### config.mk
export PLATFORM = sky130hd
export DESIGN_NAME = mcs_main_clock
export DESIGN_NICKNAME = d
export VERILOG_FILES = /design/src/hw/mcs_pkg.sv /design/src/hw/mcs_tick_sync.sv /design/src/hw/mcs_main_clock.sv
export SDC_FILE = /design/constraint.sdc
export NUM_CORES = 1
export LEC_CHECK = 0
export BUFFER_PORTS_ARGS = -buffer_cell sky130_fd_sc_hd__buf_4
export CAP_MARGIN = 10
export CORE_ASPECT_RATIO = 0.9
export CORE_MARGIN = 3
export CORE_UTILIZATION = 35
export CTS_BUF_LIST = sky130_fd_sc_hd__clkbuf_16
export DETAILED_ROUTE_END_ITERATION = 8
export GPL_TIMING_DRIVEN = 0
export PLACE_DENSITY = 0.72
export SLEW_MARGIN = 20
export SYNTH_ARGS = -nofsm -noshare
export SYNTH_HDL_FRONTEND = slang
export SYNTH_SLANG_ARGS = --single-unit
### constraint.sdc
create_clock -name CORE_CLK -period 1.9 [get_ports CORE_CLK]
set_input_delay 0.285 -clock CORE_CLK [delete_from_list [all_inputs] [get_ports CORE_CLK]]
set_output_delay 0.285 -clock CORE_CLK [all_outputs]
set_load 0.01 [all_outputs]
### src/hw/mcs_pkg.sv
// package: constants, field layout and types of the main clock switchover block
package mcs_pkg;

   // apb register map
   localparam int         ADDR_W       = 8;
   localparam logic [7:0] CKC_OFS      = 8'h00;
   localparam logic [7:0] OSC_OFS      = 8'h04;

   // clock_control_reg fields
   localparam int         DIV_LSB      = 0;
   localparam int         DIV_W        = 3;
   localparam int         SRC_SEL_BIT  = 4;
   localparam int         SRC_STAT_BIT = 5;
   localparam int         BUSY_BIT     = 6;

   // oscillator control register fields
   localparam int         INT_STOP_BIT = 0;
   localparam int         SYS_STOP_BIT = 1;
   localparam int         FAST_EN_BIT  = 2;
   localparam int         FAST_SEL_BIT = 3;

   // values after reset
   localparam logic [2:0] DIV_RST      = 3'h0;
   localparam logic       SRC_SEL_RST  = 1'b0;
   localparam logic       INT_STOP_RST = 1'b0;
   localparam logic       SYS_STOP_RST = 1'b0;
   localparam logic       FAST_EN_RST  = 1'b0;
   localparam logic       FAST_SEL_RST = 1'b0;

   // divider counter width, covers division by up to 128
   localparam int         DIV_CNT_W    = 7;
   localparam logic [6:0] DIV_CNT_RST  = 7'h00;

   // clock sources and their position in the tick vector
   localparam int         NUM_SRC      = 3;
   localparam int         IDX_INT      = 0;
   localparam int         IDX_FAST     = 1;
   localparam int         IDX_SYS      = 2;

   typedef enum logic [1:0] {
      SRC_INT  = 2'b00,
      SRC_FAST = 2'b01,
      SRC_SYS  = 2'b10
   } mcs_src_e;

   typedef struct packed {
      mcs_src_e   src;
      logic [2:0] div;
   } mcs_cfg_s;

   localparam mcs_cfg_s CFG_RST = '{src: SRC_INT, div: DIV_RST};

   typedef enum logic [1:0] {
      ST_RUN     = 2'b00,
      ST_RELEASE = 2'b01,
      ST_ACQUIRE = 2'b10
   } mcs_state_e;

endpackage

### src/hw/mcs_tick_sync.sv
// module: synchronises asynchronous source clocks and marks their rising edges
`timescale 1ns/1ps
module mcs_tick_sync #(
   parameter int WIDTH = 3
) (
   // clock and reset
   input  wire logic             clk,
   input  wire logic             rst_n,
   // asynchronous source clocks
   input  wire logic [WIDTH-1:0] src_async,
   // one-cycle pulse per rising edge
   output logic      [WIDTH-1:0] src_tick
);

   logic [WIDTH-1:0] meta_reg;
   logic [WIDTH-1:0] sync_reg;
   logic [WIDTH-1:0] last_reg;

   // first stage feeds only the second stage
   always_ff @(posedge clk or negedge rst_n) begin
      if (!rst_n) begin
         meta_reg <= '0;
         sync_reg <= '0;
         last_reg <= '0;
      end else begin
         meta_reg <= src_async;
         sync_reg <= meta_reg;
         last_reg <= sync_reg;
      end
   end

   assign src_tick = sync_reg & ~last_reg;

endmodule

### src/hw/mcs_main_clock.sv
// module: main clock source and divider selection with glitch-free switchover
//
// The address map and the APB slave port were left to the implementer.
`timescale 1ns/1ps
module mcs_main_clock
   import mcs_pkg::*;
(
   // clock and reset
   input  wire logic              CORE_CLK,
   input  wire logic              RESETN,
   // apb slave
   input  wire logic              PSEL,
   input  wire logic              PENABLE,
   input  wire logic              PWRITE,
   input  wire logic [ADDR_W-1:0] PADDR,
   input  wire logic [31:0]       PWDATA,
   output logic      [31:0]       PRDATA,
   output logic                   PREADY,
   output logic                   PSLVERR,
   // asynchronous oscillator clocks
   input  wire logic              INT_OSC_CLK,
   input  wire logic              FAST_OSC_CLK,
   input  wire logic              SYS_CLK,
   // clock enables towards cpu and peripherals
   output logic                   CPU_CLK_EN,
   output logic                   PER_CLK_EN,
   // oscillator run controls
   output logic                   INT_OSC_RUN,
   output logic                   FAST_OSC_RUN,
   output logic                   SYS_CLK_RUN,
   // source status
   output logic                   MAIN_SRC_STATUS
);

   // ratio 2**div minus one, as the wrap value of the divider
   function automatic logic [DIV_CNT_W-1:0] ratio_m1(input logic [2:0] div);
      logic [DIV_CNT_W:0] one_hot;
      one_hot  = '0;
      one_hot[div] = 1'b1;
      ratio_m1 = one_hot[DIV_CNT_W-1:0] - 7'h01;
   endfunction

   // edge pulse of the selected source
   function automatic logic src_tick_of(input mcs_src_e       src,
                                        input logic [NUM_SRC-1:0] ticks);
      logic t;
      t = 1'b0;
      unique case (src)
         SRC_INT:  t = ticks[IDX_INT];
         SRC_FAST: t = ticks[IDX_FAST];
         SRC_SYS:  t = ticks[IDX_SYS];
         default:  t = 1'b0;
      endcase
      src_tick_of = t;
   endfunction

   // source is driving, or about to drive, the main clock
   function automatic logic src_used(input mcs_src_e s,
                                     input mcs_cfg_s cur,
                                     input mcs_cfg_s pend);
      src_used = (cur.src == s) || (pend.src == s);
   endfunction

   // software controlled state
   logic [2:0]           div_reg;
   logic                 src_sel_reg;
   logic                 int_stop_reg;
   logic                 sys_stop_reg;
   logic                 fast_en_reg;
   logic                 fast_sel_reg;

   // switchover state
   mcs_cfg_s             cur_reg;
   mcs_cfg_s             cur_next;
   mcs_state_e           state_reg;
   mcs_state_e           state_next;
   logic [DIV_CNT_W-1:0] cnt_reg;
   logic [DIV_CNT_W-1:0] cnt_next;

   // output flops
   logic                 clk_en_reg;
   logic                 clk_en_next;
   logic [31:0]          rdata_reg;
   logic                 int_run_reg;
   logic                 fast_run_reg;
   logic                 sys_run_reg;

   // decode wires
   logic [NUM_SRC-1:0]   src_ticks;
   logic                 setup_cyc;
   logic                 access_cyc;
   logic                 hit_ckc;
   logic                 hit_osc;
   logic                 addr_hit;
   logic                 wr_ckc;
   logic                 wr_osc;
   logic [31:0]          rd_mux;
   mcs_cfg_s             pend_cfg;
   mcs_src_e             pend_src;
   logic                 old_tick;
   logic                 new_tick;
   logic                 div_wrap;
   logic                 cfg_change;

   // oscillators come from other domains: two flops before any use
   mcs_tick_sync #(
      .WIDTH     (NUM_SRC)
   ) u_tick_sync (
      .clk       (CORE_CLK),
      .rst_n     (RESETN),
      .src_async ({SYS_CLK, FAST_OSC_CLK, INT_OSC_CLK}),
      .src_tick  (src_ticks)
   );

   // ------------------------------------------------------------ apb decode
   assign setup_cyc  = PSEL & ~PENABLE;
   assign access_cyc = PSEL & PENABLE;
   assign hit_ckc    = (PADDR == CKC_OFS);
   assign hit_osc    = (PADDR == OSC_OFS);
   assign addr_hit   = hit_ckc | hit_osc;
   assign wr_ckc     = access_cyc & PWRITE & hit_ckc;
   assign wr_osc     = access_cyc & PWRITE & hit_osc;

   // zero wait states; unmapped addresses answer with an error
   assign PREADY     = access_cyc;
   assign PSLVERR    = access_cyc & ~addr_hit;
   assign PRDATA     = rdata_reg;

   always_comb begin
      rd_mux = 32'h0000_0000;
      if (hit_ckc) begin
         rd_mux[DIV_LSB +: DIV_W] = div_reg;
         rd_mux[SRC_SEL_BIT]      = src_sel_reg;
         rd_mux[SRC_STAT_BIT]     = (cur_reg.src == SRC_SYS);
         rd_mux[BUSY_BIT]         = (state_reg != ST_RUN);
      end else if (hit_osc) begin
         rd_mux[INT_STOP_BIT]     = int_stop_reg;
         rd_mux[SYS_STOP_BIT]     = sys_stop_reg;
         rd_mux[FAST_EN_BIT]      = fast_en_reg;
         rd_mux[FAST_SEL_BIT]     = fast_sel_reg;
      end
   end

   // read data is captured in the setup cycle, held through the access
   always_ff @(posedge CORE_CLK or negedge RESETN) begin
      if (!RESETN) begin
         rdata_reg <= 32'h0000_0000;
      end else if (setup_cyc) begin
         rdata_reg <= rd_mux;
      end
   end

   // ------------------------------------------------------------ registers
   always_ff @(posedge CORE_CLK or negedge RESETN) begin
      if (!RESETN) begin
         div_reg     <= DIV_RST;
         src_sel_reg <= SRC_SEL_RST;
      end else if (wr_ckc) begin
         div_reg     <= PWDATA[DIV_LSB +: DIV_W];
         src_sel_reg <= PWDATA[SRC_SEL_BIT];
      end
   end

   // stop requests are stored as written; the run outputs gate them
   always_ff @(posedge CORE_CLK or negedge RESETN) begin
      if (!RESETN) begin
         int_stop_reg <= INT_STOP_RST;
         sys_stop_reg <= SYS_STOP_RST;
         fast_en_reg  <= FAST_EN_RST;
         fast_sel_reg <= FAST_SEL_RST;
      end else if (wr_osc) begin
         int_stop_reg <= PWDATA[INT_STOP_BIT];
         sys_stop_reg <= PWDATA[SYS_STOP_BIT];
         fast_en_reg  <= PWDATA[FAST_EN_BIT];
         fast_sel_reg <= PWDATA[FAST_SEL_BIT];
      end
   end

   // ------------------------------------------------------------ switchover
   // system clock wins over the internal pair; fast select picks within it
   assign pend_src = src_sel_reg  ? SRC_SYS  :
                     fast_sel_reg ? SRC_FAST : SRC_INT;
   assign pend_cfg = '{src: pend_src, div: div_reg};

   assign old_tick   = src_tick_of(cur_reg.src, src_ticks);
   assign new_tick   = src_tick_of(pend_cfg.src, src_ticks);
   assign div_wrap   = (cnt_reg == ratio_m1(cur_reg.div));
   assign cfg_change = (pend_cfg != cur_reg);

   // release waits one old cpu clock, acquire at most one new source edge,
   // so the wait stays within the old-clock bounds, fraction dropped
   always_comb begin
      state_next  = state_reg;
      cur_next    = cur_reg;
      cnt_next    = cnt_reg;
      clk_en_next = 1'b0;
      unique case (state_reg)
         ST_RUN: begin
            if (old_tick) begin
               cnt_next    = div_wrap ? DIV_CNT_RST : cnt_reg + 7'h01;
               clk_en_next = div_wrap;
            end
            if (cfg_change) begin
               state_next = ST_RELEASE;
            end
         end
         ST_RELEASE: begin
            // old clock still drives the cpu until its next full period
            if (old_tick) begin
               cnt_next    = div_wrap ? DIV_CNT_RST : cnt_reg + 7'h01;
               clk_en_next = div_wrap;
               if (div_wrap) begin
                  state_next = ST_ACQUIRE;
               end
            end
         end
         ST_ACQUIRE: begin
            // no pulses here: hold until the new source shows an edge
            if (new_tick) begin
               cur_next   = pend_cfg;
               cnt_next   = DIV_CNT_RST;
               state_next = ST_RUN;
            end
         end
         default: begin
            state_next = ST_RUN;
         end
      endcase
   end

   always_ff @(posedge CORE_CLK or negedge RESETN) begin
      if (!RESETN) begin
         state_reg <= ST_RUN;
         cur_reg   <= CFG_RST;
         cnt_reg   <= DIV_CNT_RST;
      end else begin
         state_reg <= state_next;
         cur_reg   <= cur_next;
         cnt_reg   <= cnt_next;
      end
   end

   // one enable feeds both consumers so they can never drift apart
   always_ff @(posedge CORE_CLK or negedge RESETN) begin
      if (!RESETN) begin
         clk_en_reg <= 1'b0;
      end else begin
         clk_en_reg <= clk_en_next;
      end
   end

   assign CPU_CLK_EN      = clk_en_reg;
   assign PER_CLK_EN      = clk_en_reg;
   assign MAIN_SRC_STATUS = (cur_reg.src == SRC_SYS);

   // ------------------------------------------------------------ oscillators
   // a source in use, or pending, keeps running whatever software asked;
   // stopping it would freeze the switchover with no clock to leave on
   always_ff @(posedge CORE_CLK or negedge RESETN) begin
      if (!RESETN) begin
         int_run_reg  <= 1'b1;
         fast_run_reg <= 1'b0;
         sys_run_reg  <= 1'b1;
      end else begin
         int_run_reg  <= ~int_stop_reg
                         | src_used(SRC_INT, cur_reg, pend_cfg);
         sys_run_reg  <= ~sys_stop_reg
                         | src_used(SRC_SYS, cur_reg, pend_cfg);
         fast_run_reg <= fast_en_reg
                         | src_used(SRC_FAST, cur_reg, pend_cfg);
      end
   end

   assign INT_OSC_RUN  = int_run_reg;
   assign FAST_OSC_RUN = fast_run_reg;
   assign SYS_CLK_RUN  = sys_run_reg;

endmodule

# Word-level counts from Yosys, hierarchy flattened
# Cells that the tools add are included.
[word_totals]
reg_bits = 42
input_bits = 48
output_inout_bits = 40
[op_classes]
add_sub_neg = 2
magnitude_cmp = 2
n_eq_ne = 14
n_mux = 21
bitwise = 16
reduce_logical = 14
[ops]
columns = ["operator", "n"]
rows = [
  ["7-bit two-way mux", 3],
  ["7-bit one-hot mux with 2 select lines", 1],
  ["2-bit two-way mux", 5],
  ["8-bit by 3-bit equality test with 1-bit output, second input constant", 1],
  ["8-bit zero test", 1],
  ["2-bit inequality test, second input constant", 4],
  ["7-bit by 1-bit adder with 7-bit output, second input constant", 1],
  ["7-bit equality test", 1],
  ["7-bit by 1-bit subtractor with 7-bit output, second input constant", 1],
  ["1-bit AND", 6],
  ["2-bit by 1-bit equality test with 1-bit output, second input constant", 3],
  ["2-bit equality test, second input constant", 3],
  ["2-bit zero test", 3],
  ["3-bit two-way mux", 2],
  ["1-bit one-hot mux with 3 select lines", 2],
  ["2-bit one-hot mux with 3 select lines", 1],
  ["1-bit two-way mux", 5],
  ["5-bit inequality test", 1],
  ["3-bit by 4-bit < comparator with 1-bit output, second input constant", 1],
  ["4-bit two-way mux", 1],
  ["1-bit inverter", 4],
  ["1-bit bitwise OR", 4],
  ["4-bit AND reduction", 1],
  ["2-bit nonzero test", 2],
  ["10 further kinds", 12],
]

# Longest topological paths before layout
[depth]
ltp_word = 9
ltp_mapped = 7

# By module
# From an unflattened synthesis, not the netlist that was laid out.
[unflattened]
cells_unflattened = 210
area_unflattened_um2 = 2224.6
[by_module_without_submodules]
columns = ["mod", "instances", "cells_each", "area_each_um2", "seq_area_each_um2"]
rows = [
  ["mcs_main_clock", 1, 198, 1958.1, 828.3],
  ["mcs_tick_sync", 1, 12, 266.5, 225.2],
]

# Least setup slack after synthesis
# OpenSTA, ideal clock, no wires.
[synth_timing]
kind = "reg2reg"
start = "register fast_sel_reg"
end = "register cnt_reg[3]"
setup_time_ns = 0.069
arrival_time_ns = 1.785
required_time_ns = 1.831
setup_slack_ns = 0.046
stages_incl_launch_ff = 8
n_path_buf = 1
period_less_slack_ns = 1.854
cell_sequence = "dfrtp_1 > nor3b_2 > a211oi_1 > a211o_4 > nor2b_4 > buf_6 > or4_1 > nand3_1"
[synth_via]
elab_chain_cells = 6
elab_cells_between_ends = 8
cone_classes = "3 x eq/ne; 3 x mux; 2 x reduce/logical"
[synth_rtl]
columns = ["item", "line_no", "source"]
rows = [
  ["from (decl)", "mcs_main_clock.sv:70", "logic fast_sel_reg;"],
  ["from (signal assigned)", "mcs_main_clock.sv:175", "fast_sel_reg <= PWDATA[FAST_SEL_BIT];"],
  ["1-bit two-way mux (*)", "mcs_main_clock.sv:182", "fast_sel_reg ? SRC_FAST : SRC_INT;"],
  ["2-bit two-way mux (*)", "mcs_main_clock.sv:181", "assign pend_src = src_sel_reg ? SRC_SYS :"],
  ["2-bit equality test, or another cell as far along", "mcs_main_clock.sv:48", "unique case (src)"],
  ["1-bit one-hot mux with 3 select lines (*)", "mcs_main_clock.sv:48", ""],
  ["2-bit inequality test (no source line) (*)", "-", ""],
  ["3-bit AND reduction (no source line) (*)", "-", ""],
  ["to (signal assigned)", "mcs_main_clock.sv:239", "cnt_reg <= cnt_next;"],
  ["to (decl)", "mcs_main_clock.sv:77", "logic [DIV_CNT_W-1:0] cnt_reg;"],
]
# Mark *: on every way between the ends. The rest lies on a longest branch, timed or not.
# A chain may end at the register's enable or synchronous reset.

# Final worst setup path
[layout_timing]
start = "register cur_reg[1] (netlist bit)"
end = "register cnt_reg[2]"
[layout_via]
elab_chain_cells = 9
elab_cells_between_ends = 10
cone_classes = "1 x add/sub; 2 x order compare; 1 x eq/ne; 5 x mux; 1 x reduce/logical"
[layout_rtl]
columns = ["item", "line_no", "source"]
rows = [
  ["from (decl)", "mcs_main_clock.sv:73", "mcs_cfg_s cur_reg;"],
  ["from (signal assigned)", "mcs_main_clock.sv:238", "cur_reg <= cur_next;"],
  ["3-bit by 4-bit < comparator with 1-bit output (not written as such) or 3-bit by 1-bit >= comparator with 1-bit output (tied branches)", "mcs_main_clock.sv:39", "one_hot[div] = 1'b1;"],
  ["1-bit logical AND (not written as such)", "mcs_main_clock.sv:39", ""],
  ["1-bit two-way mux (not written as such)", "mcs_main_clock.sv:39", ""],
  ["1-bit demux with 3-bit select (*)", "mcs_main_clock.sv:39", ""],
  ["7-bit by 1-bit subtractor with 7-bit output (*)", "mcs_main_clock.sv:40", "ratio_m1 = one_hot[DIV_CNT_W-1:0] - 7'h01;"],
  ["7-bit equality test (*)", "mcs_main_clock.sv:187", "assign div_wrap = (cnt_reg == ratio_m1(cur_reg.div));"],
  ["7-bit two-way mux (*)", "mcs_main_clock.sv:200, mcs_main_clock.sv:210", ""],
  ["7-bit two-way mux (*)", "mcs_main_clock.sv:199, mcs_main_clock.sv:209", ""],
  ["7-bit one-hot mux with 2 select lines (*)", "mcs_main_clock.sv:197", "unique case (state_reg)"],
]
# Mark *: on every way between the ends. The rest lies on a longest branch, timed or not. The select of a mux whose other input is x is not followed.

==> impl_metrics.env <==
export IMPL_status="complete, but fails checks"
export IMPL_violations="negative hold slack, negative setup slack"
export IMPL_io_pin_count=88
export IMPL_clkLatencyLatePin_ns=0.29
export IMPL_grtUsageMet1_pct=16.6
export IMPL_vias=1693
export IMPL_dp_hpwl_um=3260
export IMPL_stdcell_count=368
export IMPL_critPathArrivalTime_ns=2.16
export IMPL_skew_ns=0.00465
export IMPL_use_met3_pct=2.84
export IMPL_grt_overflow_total=0
export IMPL_layout_min_cycle_time_ns=2.00
export IMPL_die_area_mm2=0.00737
export IMPL_gp_congestion=0.723
export IMPL_cts_buffers=5
export IMPL_rows=26
export IMPL_nNetsFinal=332
export IMPL_fmax_mhz=501
export IMPL_drive_above_1_share_pct=45.1
export IMPL_ir_drop_v=0.000373
export IMPL_powerDensity_mw_per_mm2=739
export IMPL_ys_warn_count=0
export IMPL_hp_class="primary input to asynchronous set/reset pin"
export IMPL_critPathLaunchType="flop"
export IMPL_syn_area_per_cell_um2=10.8
export IMPL_clock_path_buffers=2
export IMPL_die_y_um=81.7
export IMPL_drv_cap=0
export IMPL_grt_pass1_wl_um=7850
export IMPL_ys_ff_latch=42
export IMPL_dp_cells=349
export IMPL_final_max_slew_viol_count=0
export IMPL_clkSinkCount=42
export IMPL_p_leak_nw=1.50
export IMPL_yosysSeqAreaShare_pct=47.3
export IMPL_place_ws_ns=-0.132
export IMPL_ys_types=54
export IMPL_syn_inst=207
export IMPL_fin_hold_ws_ns=-0.0226
export IMPL_vias_per_cell=4.60
export IMPL_h_tree_depth=2
export IMPL_setup_violations=6
export IMPL_synthFlopType="dfrtp_1"
export IMPL_cts_tree="yes"
export IMPL_diodes=0
export IMPL_crit_type="flop to flop"
export IMPL_nFillCells=515
export IMPL_postSynth_asyncResetShare_pct=100
export IMPL_rsz0062_at_grt="yes"
export IMPL_syn_cell_area_mm2=0.00223
export IMPL_worst_slack_ns=-0.0951
export IMPL_worst_slew_pin_slew_ns=0.579
export IMPL_design_core_area_mm2=0.00592
export IMPL_area_delta_synth_final_pct=36.5
export IMPL_fin_tns_setup_ns=-0.364
export IMPL_clkTransAtPathRegs_ns=0.06
export IMPL_end_kind="flop"
export IMPL_post_route_period_util_pct=105
export IMPL_wire_per_inst_um=13.1
export IMPL_cp_max_fo=10
export IMPL_drt_iter0_markers=145
export IMPL_grt_start_max_net_pins=43
export IMPL_initial_core_util_pct=37.7
export IMPL_multi_input_comb_area_mm2=0.00114
export IMPL_first_global_vias=1633
export IMPL_port_buffers=34
export IMPL_grt_antenna_before_repair=0
export IMPL_ant_nets=0
export IMPL_globalRouteMet2Util_pct=22.4
export IMPL_cp_data_required_time_ns=2.06
export IMPL_max_slew_margin_rel_pct=61.1
export IMPL_finalHoldViolCount=40
export IMPL_cts_hold_buf=0
export IMPL_drc=0
export IMPL_top_usage_layer="met2"
export IMPL_wl_um=4820
export IMPL_drt_pass1_iterations=4
export IMPL_regArea_mm2=0.00106
export IMPL_grt_usage_pct=13.3
export IMPL_clock_root_buffer="clkbuf_16"
export IMPL_synth_edf_count=0
export IMPL_die_x_um=90.1
where the power goes:
| part | switching [mW] | leakage, nW | internal, mW | total [mW] |
|---|---|---|---|---|
| Clock | 0.338 | 0.0750 | 0.481 | 0.820 |
| Sequential | 0.0535 | 0.547 | 0.938 | 0.991 |
| Combinational | 0.201 | 0.875 | 0.238 | 0.439 |
cell type report:
cell class,instances,share of cell area (%)
Tap cell,84,3.45
Multi-Input combinational cell,153,37.5
Inverter,2,0.247
Clock buffer,5,4.11
Timing Repair Buffer,47,11.7
Buffer,32,7.56
Clock inverter,3,0.575
Sequential cell,42,34.8
cell usage in the layout, fill, tap and decap left out, drive strengths merged, types with 4 or more instances in the layout:
cell type / n
a21oi: 4
buf: 76
clkbuf: 8
conb: 25
dfrtp: 40
mux2: 13
nand2: 23
nand2b: 9
nand3: 6
nor2: 5
nor2b: 5
nor3: 6
o31ai: 4
Yosys cell counts (2+ instances only):
master	count	area, µm²
inv_1	2	7.51
o21bai_1	2	15.0
nand3_1	6	30.0
buf_2	4	20.0
dfrtp_1	40	1000
and2_1	3	18.8
nand2_1	23	86.3
a21o_1	2	15.0
mux2i_1	3	30.0
dfstp_2	2	52.6
or3_1	2	12.5
nor4b_1	2	17.5
o21ai_1	2	10.0
o2bb2ai_1	2	17.5
a21oi_1	4	20.0
a211oi_1	2	15.0
nor3_1	6	30.0
clkbuf_1	3	11.3
mux2_2	13	146
nor2_1	5	18.8
and3_1	2	12.5
nor4_1	3	18.8
o31ai_1	4	30.0
buf_4	26	195
xor2_1	3	26.3
o311ai_2	2	32.5
nand2b_1	8	50.1
o41ai_1	2	17.5
nor2b_1	4	25.0
final timing paths:
kind | depth (start not counted) | start | slack, ns | to
setup / recovery | 9 | cur_reg[1] | -0.1 | cnt_reg[2]
hold / removal | 1 | RESETN | -0.02 | sys_stop_reg
setup reg to reg | 9 | cur_reg[1] | -0.1 | cnt_reg[2]
hold reg to reg | 0 | u_tick_sync.meta_reg[2] | 0.35 | u_tick_sync.sync_reg[2]
max in group asynchronous | 1 | RESETN | 1.55 | cur_reg[4]
min in group CORE_CLK | 1 | FAST_OSC_CLK | 0.11 | u_tick_sync.meta_reg[1]
kinds of logic after synthesis:
group                      count (synthesis)  synth area share, %
other                                      1                0.168
DFF                                       42                 47.3
xor gates and xnor gates                   4                 1.57
muxes                                     16                 7.91
and+or+nand+nor                           76                 19.1
adders and majority gates                  1                0.561
buffers and inverters                     36                 11.0
AOI/OAI and AO/OA                         31                 12.4
timing repair:
action,in CTS,in global routing
setup endpoints to repair,6,9
resized for setup,20,11
cloned,0,0
pin swaps,13,8
buffers inserted,8,5
through the flow:
stage	total power, mW	util (%)	hold slack, ns	area (µm²)
6_report	2.25	51.4	-0.0226	3040
3_5_place_dp	1.36	45.3	0.304	2680
2_1_floorplan	1.25	-	-0.0106	2320
3_3_place_gp	1.35	45.3	0.297	2680
5_1_grt	2.35	51.4	0.0209	3040
4_1_cts	2.23	50.0	0.00129	2960
worst max-delay path, stage by stage (launching register included):
cell       delay [ns]
dfrtp_1          0.36
buf_4            0.18
xor2_1           0.17
nor3_1           0.24
a31oi_2          0.10
o41ai_4          0.31
buf_4            0.21
buf_4            0.11
o21bai_1         0.06
o2bb2ai_1        0.13
layer usage:
metal | wire, µm | up-vias
met2 | 2370 | 45
met5 | 0 | -
met1 | 2140 | 804
met4 | 105 | 0
met3 | 209 | 9
li1 | - | 835
Note: power is estimated with default switching activity, not from simulation.
